### src/rtl/swc_pkg.sv
// Constants for the sleep/wake controller.
// Assumes a single system clock and an APB register port.
package swc_pkg;
    // ----------------------------------------
    // Register byte offsets
    // ----------------------------------------
    localparam logic [7:0] REG_CTRL = 8'h00;
    localparam logic [7:0] REG_STAT = 8'h04;
    localparam logic [7:0] REG_IRQ_STAT = 8'h08;
    localparam logic [7:0] REG_IRQ_MASK = 8'h0C;
    localparam logic [7:0] REG_SRC_EN = 8'h10;
    localparam logic [7:0] REG_SRC_FLAG = 8'h14;
    // ----------------------------------------
    // Field positions
    // ----------------------------------------
    localparam int CTRL_GLOBAL_EN_BIT = 0;
    localparam int STAT_TIMEOUT_BIT = 0;
    localparam int STAT_PWRDN_BIT = 1;
    localparam int STAT_HALT_BIT = 2;
    localparam int IRQ_WAKE_BIT = 0;
    localparam int IRQ_NOP_BIT = 1;
    localparam int IRQ_WDT_BIT = 2;
    localparam int IRQ_WIDTH = 3;
    // ----------------------------------------
    // Reset values and interrupt vector
    // ----------------------------------------
    localparam logic RST_TIMEOUT = 1'b1;
    localparam logic RST_PWRDN = 1'b1;
    localparam logic RST_GLOBAL_EN = 1'b0;
    localparam logic [12:0] IRQ_VECTOR = 13'h0004;
    localparam logic [31:0] PSLVERR_DATA = 32'h0000_0000;
    // Controller states
    typedef enum logic [2:0] {
        ST_RUN = 3'b001,
        ST_ENTER = 3'b010,
        ST_HALT = 3'b100
    } swc_state_type;
endpackage : swc_pkg

### src/rtl/swc_sleep_wake.sv
// Sleep/wake controller: halt entry, no-op decision, watchdog clearing,
// timeout and power-down flags. Assumes the sequencer pulses haltReq for
// one cycle and the watchdog obeys wdtClear within one cycle.
//
// Register access over APB and the placing of the registers were left to the implementer.
`timescale 1ns/1ps

// Overview of operation
// - Every exit from halt clears the watchdog, whatever woke the device.
// - Global enable clear and pending enabled flag before halt: halt runs as no-op.
// - No-op halt keeps watchdog counts, leaves timeout and power-down flags.
// - Enabled flag during or after halt wakes device after halt completes.
// - Completed halt clears watchdog, sets timeout, clears power-down.
// - Interrupt wakes only with source enable set, whatever global enable says.
// - After wake, run next instruction, then vector only if global enable set.
// - Power-down flag set at power-up, cleared on halt; watchdog wake with no enabled flag pending clears timeout.
module swc_sleep_wake
    import swc_pkg::*;
#(
    parameter int NSRC = 8
) (
    input wire logic sys_clk,
    input wire logic rstn,
    input wire logic clkEn,
    // Sequencer side
    input wire logic haltReq,
    output logic haltDone,
    output logic haltNop,
    output logic halted,
    output logic resumeNext,
    output logic vectorReq,
    output logic [12:0] vectorAddr,
    // Interrupt sources, from pins (asynchronous)
    input wire logic [NSRC-1:0] srcFlagIn,
    // Watchdog
    input wire logic wdtTimeout,
    output logic wdtClear,
    // APB
    input wire logic psel,
    input wire logic penable,
    input wire logic pwrite,
    input wire logic [7:0] paddr,
    input wire logic [31:0] pwdata,
    output logic [31:0] prdata,
    output logic pready,
    output logic pslverr,
    output logic irq
);

    // ----------------------------------------
    // Input synchronisers
    // ----------------------------------------
    logic [NSRC-1:0] flagMeta_ff;
    logic [NSRC-1:0] flagSync_ff;
    logic wdtMeta_ff;
    logic wdtSync_ff;

    // Two stages for each asynchronous input
    always_ff @(posedge sys_clk) begin
        if (!rstn) begin
            flagMeta_ff <= '0;
            flagSync_ff <= '0;
            wdtMeta_ff <= 1'b0;
            wdtSync_ff <= 1'b0;
        end else if (clkEn) begin
            flagMeta_ff <= srcFlagIn;
            flagSync_ff <= flagMeta_ff;
            wdtMeta_ff <= wdtTimeout;
            wdtSync_ff <= wdtMeta_ff;
        end
    end

    // ----------------------------------------
    // Registers and decode
    // ----------------------------------------
    logic globalEn_ff;
    logic [NSRC-1:0] srcEn_ff;
    logic timeoutFlag_ff;
    logic powerDownFlag_ff;
    logic [IRQ_WIDTH-1:0] irqStat_ff;
    logic [IRQ_WIDTH-1:0] irqMask_ff;
    logic [IRQ_WIDTH-1:0] irqEvent;
    logic wrEn;
    logic rdEn;
    logic addrOk;
    logic pendingWake;
    swc_state_type state_ff;

    assign wrEn = psel && penable && pwrite && clkEn;
    // Read data is loaded in the setup phase so it stands through the access phase
    assign rdEn = psel && !penable && !pwrite && clkEn;
    assign addrOk = (paddr == REG_CTRL) || (paddr == REG_STAT) || (paddr == REG_IRQ_STAT)
        || (paddr == REG_IRQ_MASK) || (paddr == REG_SRC_EN) || (paddr == REG_SRC_FLAG);
    assign pready = 1'b1;
    assign pslverr = psel && penable && !addrOk;

    // Enabled flagged source, global enable ignored
    assign pendingWake = |(flagSync_ff & srcEn_ff);

    // Software-written control
    always_ff @(posedge sys_clk) begin
        if (!rstn) begin
            globalEn_ff <= RST_GLOBAL_EN;
            srcEn_ff <= '0;
            irqMask_ff <= '0;
        end else if (wrEn) begin
            if (paddr == REG_CTRL) begin
                globalEn_ff <= pwdata[CTRL_GLOBAL_EN_BIT];
            end
            if (paddr == REG_SRC_EN) begin
                srcEn_ff <= pwdata[NSRC-1:0];
            end
            if (paddr == REG_IRQ_MASK) begin
                irqMask_ff <= pwdata[IRQ_WIDTH-1:0];
            end
        end
    end

    // Read data mux, registered at the setup edge
    always_ff @(posedge sys_clk) begin
        if (!rstn) begin
            prdata <= '0;
        end else if (rdEn) begin
            unique case (paddr)
                REG_CTRL: prdata <= {31'h0000_0000, globalEn_ff};
                REG_STAT: prdata <= {29'h0000_0000, (state_ff == ST_HALT), powerDownFlag_ff,
                    timeoutFlag_ff};
                REG_IRQ_STAT: prdata <= {29'h0000_0000, irqStat_ff};
                REG_IRQ_MASK: prdata <= {29'h0000_0000, irqMask_ff};
                REG_SRC_EN: prdata <= {{(32-NSRC){1'b0}}, srcEn_ff};
                REG_SRC_FLAG: prdata <= {{(32-NSRC){1'b0}}, flagSync_ff};
                default: prdata <= PSLVERR_DATA;
            endcase
        end
    end

    // ----------------------------------------
    // Halt sequencing
    // ----------------------------------------
    // ST_ENTER is the cycle the halt instruction completes; ST_HALT waits.
    always_ff @(posedge sys_clk) begin
        if (!rstn) begin
            state_ff <= ST_RUN;
        end else if (clkEn) begin
            unique case (state_ff)
                ST_RUN: begin
                    if (haltReq && !pendingWake) begin
                        state_ff <= ST_ENTER;
                    end
                end
                ST_ENTER: begin
                    state_ff <= ST_HALT;
                end
                ST_HALT: begin
                    if (pendingWake || wdtSync_ff) begin
                        state_ff <= ST_RUN;
                    end
                end
                default: state_ff <= ST_RUN;
            endcase
        end
    end

    // Sequencer handshake and watchdog clear
    always_ff @(posedge sys_clk) begin
        if (!rstn) begin
            haltDone <= 1'b0;
            haltNop <= 1'b0;
            wdtClear <= 1'b0;
            resumeNext <= 1'b0;
            vectorReq <= 1'b0;
            vectorAddr <= '0;
        end else if (clkEn) begin
            haltDone <= 1'b0;
            haltNop <= 1'b0;
            wdtClear <= 1'b0;
            resumeNext <= 1'b0;
            vectorReq <= 1'b0;
            if (state_ff == ST_RUN && haltReq && pendingWake) begin
                haltDone <= 1'b1;
                haltNop <= 1'b1;
            end
            if (state_ff == ST_ENTER) begin
                haltDone <= 1'b1;
                wdtClear <= 1'b1;
            end
            if (state_ff == ST_HALT && (pendingWake || wdtSync_ff)) begin
                wdtClear <= 1'b1;
                resumeNext <= 1'b1;
                vectorReq <= globalEn_ff && pendingWake;
                vectorAddr <= IRQ_VECTOR;
            end
        end
    end
    assign halted = (state_ff == ST_HALT);

    // Timeout and power-down flags
    always_ff @(posedge sys_clk) begin
        if (!rstn) begin
            timeoutFlag_ff <= RST_TIMEOUT;
            powerDownFlag_ff <= RST_PWRDN;
        end else if (clkEn) begin
            if (state_ff == ST_ENTER) begin
                timeoutFlag_ff <= 1'b1;
                powerDownFlag_ff <= 1'b0;
            end else if (state_ff == ST_HALT && wdtSync_ff && !pendingWake) begin
                timeoutFlag_ff <= 1'b0;
            end
        end
    end

    // ----------------------------------------
    // Interrupt status, write one to clear
    // ----------------------------------------
    assign irqEvent[IRQ_WAKE_BIT] = clkEn && state_ff == ST_HALT && (pendingWake || wdtSync_ff);
    assign irqEvent[IRQ_NOP_BIT] = clkEn && state_ff == ST_RUN && haltReq && pendingWake;
    assign irqEvent[IRQ_WDT_BIT] = clkEn && state_ff == ST_HALT && wdtSync_ff;

    // Set wins over a same-cycle clear
    always_ff @(posedge sys_clk) begin
        if (!rstn) begin
            irqStat_ff <= '0;
        end else begin
            for (int i = 0; i < IRQ_WIDTH; i++) begin
                if (irqEvent[i]) begin
                    irqStat_ff[i] <= 1'b1;
                end else if (wrEn && paddr == REG_IRQ_STAT && pwdata[i]) begin
                    irqStat_ff[i] <= 1'b0;
                end
            end
        end
    end
    assign irq = |(irqStat_ff & irqMask_ff);

    // ----------------------------------------
    // Checks
    // ----------------------------------------
    a_wake_clears_wdt: assert property (@(posedge sys_clk) disable iff (!rstn)
        (clkEn && state_ff == ST_HALT && (pendingWake || wdtSync_ff)) |=> wdtClear)
        else $error("wake without watchdog clear");
    a_nop_no_halt: assert property (@(posedge sys_clk) disable iff (!rstn)
        (clkEn && state_ff == ST_RUN && haltReq && pendingWake) |=> (haltNop && !halted))
        else $error("pending wake did not give no-op");
    a_nop_keeps_flags: assert property (@(posedge sys_clk) disable iff (!rstn)
        (clkEn && state_ff == ST_RUN && haltReq && pendingWake) |=>
            (!wdtClear && $stable(powerDownFlag_ff) && $stable(timeoutFlag_ff)))
        else $error("no-op halt disturbed watchdog or flags");
    a_wake_after_done: assert property (@(posedge sys_clk) disable iff (!rstn)
        (clkEn && state_ff == ST_RUN && haltReq && !pendingWake) |=> ##1 (haltDone && halted))
        else $error("halt did not complete before wake");
    a_halt_done_flags: assert property (@(posedge sys_clk) disable iff (!rstn)
        (clkEn && state_ff == ST_ENTER) |=> (wdtClear && timeoutFlag_ff && !powerDownFlag_ff))
        else $error("completed halt flags wrong");
    a_wake_needs_enable: assert property (@(posedge sys_clk) disable iff (!rstn)
        (clkEn && halted && !wdtSync_ff && !(|(flagSync_ff & srcEn_ff))) |=> halted)
        else $error("woke without enabled source");
    a_vector_global: assert property (@(posedge sys_clk) disable iff (!rstn)
        vectorReq |-> (resumeNext && globalEn_ff && vectorAddr == IRQ_VECTOR))
        else $error("vector without global enable");
    a_wdt_wake_to: assert property (@(posedge sys_clk) disable iff (!rstn)
        (clkEn && halted && wdtSync_ff && !pendingWake) |=> !timeoutFlag_ff)
        else $error("watchdog wake kept timeout flag");

endmodule : swc_sleep_wake

### config.mk
export PLATFORM = sky130hd
export DESIGN_NAME = swc_sleep_wake
export DESIGN_NICKNAME = d
export VERILOG_FILES = /design/src/rtl/swc_pkg.sv /design/src/rtl/swc_sleep_wake.sv
export SDC_FILE = /design/constraint.sdc
export NUM_CORES = 1
export LEC_CHECK = 0
export BUFFER_PORTS_ARGS = -buffer_cell sky130_fd_sc_hd__buf_2
export CORE_MARGIN = 5
export CORE_UTILIZATION = 38
export CTS_BUF_LIST = sky130_fd_sc_hd__clkbuf_4 sky130_fd_sc_hd__clkbuf_8 sky130_fd_sc_hd__clkbuf_16
export DETAILED_ROUTE_END_ITERATION = 12
export PLACE_DENSITY = 0.62
export SYNTH_ARGS = -nofsm -noshare
export SYNTH_HDL_FRONTEND = slang
export SYNTH_SLANG_ARGS = --single-unit
### constraint.sdc
create_clock -name sys_clk -period 1.85 [get_ports sys_clk]
set_clock_uncertainty 0.1 [all_clocks]
set_input_delay 0.2775 -clock sys_clk [delete_from_list [all_inputs] [get_ports sys_clk]]
set_output_delay 0.2775 -clock sys_clk [all_outputs]
set_load 0.02 [all_outputs]
==> Word level (Yosys, flattened, before mapping) <==
Index checks and enable logic that the tools add are counted.
{ "classes": {"n_reduce_logical": 48, "n_eq_ne": 10, "bitwise_logic": 2, "mux": 18} }
{ "ops": {"columns": ["op", "count"], "rows": [
  ["case mux 8 bit (6 select lines)", 1],
  ["logical AND 1 bit", 24],
  ["== test 8 x 4 -> 1 bit, second input constant", 2],
  ["== test 8 x 5 -> 1 bit, second input constant", 2],
  ["two-way mux 1 bit", 14],
  ["AND reduction 2 bit", 6],
  ["case mux 3 bit (3 select lines)", 1],
  ["AND 8 bit", 1],
  ["== test 8 x 3 -> 1 bit, second input constant", 1],
  ["logical NOT 8 bit", 1],
  ["nonzero test 2 bit", 4],
  ["OR reduction 8 bit", 1],
  ["logical OR 1 bit", 6],
  ["two-way mux 3 bit", 2],
  ["logical NOT 1 bit", 4],
  ["AND 3 bit", 1],
  ["== test 3 x 1 -> 1 bit, second input constant", 1],
  ["== test 3 x 2 -> 1 bit, second input constant", 1],
  ["== test 3 bit, second input constant", 1],
  ["AND reduction 3 bit", 1],
  ["OR reduction 3 bit", 1],
  ["!= test 2 x 1 -> 1 bit, second input constant", 1],
  ["!= test 2 bit, second input constant", 1]
]} }
{ "totals": {"output_inout_bits": 54, "inputBits": 56, "regBits": 76, "elab_cells": 98} }

==> Logic depth before layout (Yosys ltp) <==
{ "depth": {"depth_word": 8, "ltp_mapped": 6, "ltp_nobuf": 4} }

==> Least setup slack after synthesis <==
No wires, ideal clock.
{ "synth_timing": {"path_kind": "register -> register", "from": "reg state_ff[2]", "to": "reg timeoutFlag_ff", "path_slack_ns": 0.077, "n_path_buf": 0, "arrival_time_ns": 1.535, "period_less_slack_ns": 1.773, "setup_time_ns": 0.139, "required_time_ns": 1.611, "path_stages_with_launch": 5, "path_cell_list": "dfxtp_1 nor3b_1 nand3_1 o21ai_0 nand3_1"} }
{ "synth_via": {"elab_chain_cells": 5, "word_cells_on_any_way": 7, "classes_between": "eq/ne: 2; mux: 1; reduce/logical: 4"} }
{ "synth_lines": {"columns": ["element", "line_no", "text"], "rows": [
  ["start: declaration", "swc_sleep_wake.sv:87", "swc_state_type state_ff;"],
  ["start signal: assignment", "swc_sleep_wake.sv:143", "state_ff <= ST_RUN;"],
  ["start signal: assignment", "swc_sleep_wake.sv:148", "state_ff <= ST_ENTER;"],
  ["start signal: assignment", "swc_sleep_wake.sv:152", "state_ff <= ST_HALT;"],
  ["== test 3 bit", null, null],
  ["named net halted", "swc_sleep_wake.sv:29", "output logic halted,"],
  ["logical AND 1 bit (2 in series)", "swc_sleep_wake.sv:206", "end else if (state_ff == ST_HALT && wdtSync_ff && !pendingWake) begin"],
  ["nonzero test 2 bit (no line)", null, null],
  ["AND reduction 2 bit (no line)", null, null],
  ["end signal: assignment", "swc_sleep_wake.sv:200", "timeoutFlag_ff <= RST_TIMEOUT;"],
  ["end signal: assignment", "swc_sleep_wake.sv:204", "timeoutFlag_ff <= 1'b1;"],
  ["end signal: assignment", "swc_sleep_wake.sv:207", "timeoutFlag_ff <= 1'b0;"],
  ["end: declaration", "swc_sleep_wake.sv:78", "logic timeoutFlag_ff;"]
]} }
The timed path passes the listed nets, and every way through them passes these cells.
A chain may end at the register's enable or synchronous reset.

==> Final worst setup path <==
{ "layout_timing": {"from": "in paddr[5]", "to": "out pslverr"} }
{ "layout_via": {"elab_chain_cells": 8, "word_cells_on_any_way": 13, "classes_between": "eq/ne: 5; reduce/logical: 8"} }
{ "layout_lines": {"columns": ["element", "line_no", "text"], "rows": [
  ["start: declaration", "swc_sleep_wake.sv:42", "input wire logic [7:0] paddr,"],
  ["== test 8 x 3 -> 1 bit or logical NOT 8 bit (tied branches)", "swc_sleep_wake.sv:92", "assign addrOk = (paddr == REG_CTRL) || (paddr == REG_STAT) || (paddr == REG_IRQ_STAT)"],
  ["logical OR 1 bit (2 in series)", "swc_sleep_wake.sv:92", null],
  ["logical OR 1 bit (2 in series)", "swc_sleep_wake.sv:93", "|| (paddr == REG_IRQ_MASK) || (paddr == REG_SRC_EN) || (paddr == REG_SRC_FLAG);"],
  ["logical OR 1 bit *", "swc_sleep_wake.sv:93", null],
  ["logical NOT 1 bit *", "swc_sleep_wake.sv:95", "assign pslverr = psel && penable && !addrOk;"],
  ["logical AND 1 bit *", "swc_sleep_wake.sv:95", null],
  ["end: declaration", "swc_sleep_wake.sv:46", "output logic pslverr,"]
]} }
Mark *: on every way between the ends. The rest lies on a longest branch, timed or not.

==> impl_metrics.py <==
metrics = {
    "run_status": {
        "status": "finished, final reports clean",
    },
    "synth": {
        "synth_edf_count": 0,
        "synth-async-reset-ratio": 0,
        "syn_area_um2": 2590,
        "syn_inst": 292,
        "synth-seq-cells": 52,
        "syn_avg_cell_area_um2": 8.86,
        "ys.flop_type": "dfxtp_1",
        "seq_area_frac_synth": 0.402,
        "synth.distinct_cells": 45,
        "synth_warnings": 0,
    },
    "sta": {
        "max_freq_mhz": 604,
        "hold_slack_ns": 0.106,
        "final.setup.tns_ns": 0,
        "rsz0062_at_grt": "no",
        "drv_slew": 0,
        "post-route-min-period_ns": 1.66,
        "hold_viol": 0,
        "setup_viol": 0,
        "period_share": 0.895,
    },
    "place": {
        "gp_congestion": 0.798,
        "placedInstanceArea_um2": 2800,
        "portBuffers": 48,
        "hpwl_um": 4460,
    },
    "setup_path": {
        "crit_cells": 5,
        "path_delay_family": "simple AND/OR/NAND/NOR gates",
        "worstPathRequired_ns": 1.47,
        "slowest_stage": "nor3_1",
        "path_buf_inv": 2,
        "worst_setup_path_end_kind": "output port",
        "arrival_ns": 1.28,
        "cp_max_fo": 3,
        "cpPeakStageDelay_ns": 0.36,
        "path_class": "primary input to output port",
        "path_cells": "buf_2 -> nor3_1 -> nand3_1 -> and3_1 -> buf_2",
        "cp_common_cell": "buf_2",
        "r2r_cells": 4,
        "start_kind": "primary input",
    },
    "route": {
        "ant_nets": 0,
        "vias": 2107,
        "avgRoutedWirePerCell_um": 13.9,
        "dr.pass1.iters": 4,
        "drtIter0Drc": 162,
        "routed_wirelength_um": 5890,
        "viasPerCell": 4.98,
        "post-route-drc-count": 0,
    },
    "floorplanning": {
        "start_util": 0.385,
        "coreArea_um2": 6720,
        "die_h_um": 92.5,
        "dieArea_um2": 8560,
        "rows": 30,
        "io-pin-count": 110,
        "die_w_um": 92.5,
    },
    "cts": {
        "cts_resized": 0,
        "clk_pin_slew_ns": 0.09,
        "clock_sinks": 52,
        "insertion_delay_ns": 0.30,
        "clockRootBuffer": "clkbuf_8",
        "cts-htree-levels": 2,
        "clockBufferDepth": 2,
        "hold_buffers": 0,
        "postCtsSetupRepairBufs": 0,
        "numCtsBuffers": 5,
        "tritoncts": "done",
    },
    "pwr": {
        "p_leak_nw": 1.34,
        "power.density_nw_per_um2": 753,
        "peakVddDrop_mv": 0.460,
    },
    "hold_path": {
        "hold_path_class": "primary input to register",
        "hold_path_depth": 3,
    },
    "cells_and_area": {
        "fillers": 696,
        "diodes": 0,
        "nets": 398,
        "area_growth_pct": 12.4,
        "final_layout_size_suffix_gt1_frac": 0.227,
        "design_area_um2": 2910,
    },
    "grt": {
        "antenna_found_initial": 0,
        "first_global_vias": 1999,
        "grt_max_degree": 27,
        "track_usage": 0.142,
        "grt_pass1_wl_um": 9800,
        "overflow": 0,
    },
    "job": {
        "drv_cap": 0,
    },
}
[flip-flops by register name, summed over array words and instances (netlist names)]
name	cells
flagMeta_ff	8
flagSync_ff	8
globalEn_ff	1
haltDone	1
haltNop	1
irqMask_ff	3
irqStat_ff	3
powerDownFlag_ff	1
prdata	8
resumeNext	1
srcEn_ff	8
state_ff	3
timeoutFlag_ff	1
vectorAddr	1
vectorReq	1
wdtClear	1
wdtMeta_ff	1
wdtSync_ff	1
[synthesized netlist by cell type (2+ instances only)]
cell type / count / area share
buf_2: 5 / 0.0097
nor2b_1: 2 / 0.0048
nor2_1: 31 / 0.045
nand3_1: 15 / 0.029
nand2_1: 18 / 0.026
nand4bb_1: 2 / 0.0087
a2bb2oi_1: 5 / 0.017
o21ai_1: 9 / 0.017
clkbuf_1: 9 / 0.013
buf_4: 37 / 0.11
dfxtp_1: 52 / 0.40
nand4_1: 6 / 0.015
conb_1: 2 / 0.0029
and3_1: 2 / 0.0048
nor3b_1: 3 / 0.0087
mux2i_1: 29 / 0.11
a31oi_1: 2 / 0.0048
inv_1: 5 / 0.0073
o31ai_1: 2 / 0.0058
nand2b_1: 2 / 0.0048
buf_6: 2 / 0.0087
or4_4: 2 / 0.0087
a22oi_1: 4 / 0.012
a21oi_1: 17 / 0.033
o21ai_0: 9 / 0.017
[metal layers]
layer  routed length, µm  track usage  vias to the layer above  part of all wire
li1                    -            -                     1058                 -
met1                2770        0.192                      963              0.47
met2                2630        0.223                       76              0.45
met3                 411       0.0309                       10             0.070
met4                  77       0.0495                        0             0.013
met5                   0            0                        -                 0
[logic make-up (layout without fill, tap and decap cells)]
family	Yosys count	in the layout	synth area share
muxes	31	31	0.125
other	2	37	0.00290
DFF	52	52	0.402
AOI/OAI and AO/OA	57	57	0.139
buffers and inverters	58	74	0.146
and+or+nand+nor	92	92	0.184
[worst register-to-register path: stages (launching register included)]
cell and delay (ns):
dfxtp_1 0.35, a22oi_1 0.21, nand4_1 0.19, o2111ai_1 0.41, o21ai_0 0.14
[placed cells by master (no fill, tap or decap), types with 2 or more instances in the layout]
cell type | synthesis | final
mux2i_1 | 29 | 29
a2bb2oi_1 | 5 | 5
a22oi_1 | 4 | 4
nor2_1 | 31 | 31
o21ai_0 | 9 | 9
a21oi_1 | 17 | 17
o31ai_1 | 2 | 2
buf_4 | 37 | 13
buf_2 | 5 | 48
nand2b_1 | 2 | 2
nand2_1 | 18 | 18
nor2b_1 | 2 | 2
a31oi_1 | 2 | 2
nand3_1 | 15 | 15
or4_4 | 2 | 2
and3_1 | 2 | 2
inv_1 | 5 | 5
nand4bb_1 | 2 | 2
dfxtp_1 | 52 | 52
nor3b_1 | 3 | 3
clkbuf_8 | 0 | 5
conb_1 | 2 | 37
nand4_1 | 6 | 6
o21ai_1 | 9 | 9
[worst paths after layout]
| path | start | end | slack (ns) |
|---|---|---|---|
| max | paddr[5] | pslverr | 0.19 |
| min | srcFlagIn[6] | flagMeta_ff[6] | 0.11 |
| max reg2reg | flagSync_ff[7] | wdtClear | 0.32 |
| min reg2reg | vectorAddr[2] | vectorAddr[2] | 0.35 |
[cell type report]
type | count | area (µm²) | area share
multi-input combinational | 217 | 1300 | 0.447
sequential | 52 | 1040 | 0.358
timing repair buffer | 61 | 338 | 0.116
tap | 80 | 100 | 0.0344
clock buffer | 6 | 76.3 | 0.0262
clock inverter | 2 | 35.0 | 0.0120
inverter | 5 | 18.8 | 0.00645
[where the power goes]
group          switching, W  internal (W)
Combinational      0.000174     0.0000850
Clock              0.000356      0.000416
Sequential        0.0000193       0.00114
Total              0.000548       0.00164
[metrics by stage]
stage          instances  worst slack [ns]  utilization  power, W
2_1_floorplan        327            0.0768            -   0.00142
5_1_grt              423             0.149        0.433   0.00230
3_3_place_gp         415           -0.0597        0.416   0.00144
3_5_place_dp         415           -0.0890        0.416   0.00144
4_1_cts              423             0.190        0.433   0.00222
6_report             423             0.195        0.433   0.00219
Power figures use the tool's default switching activity.
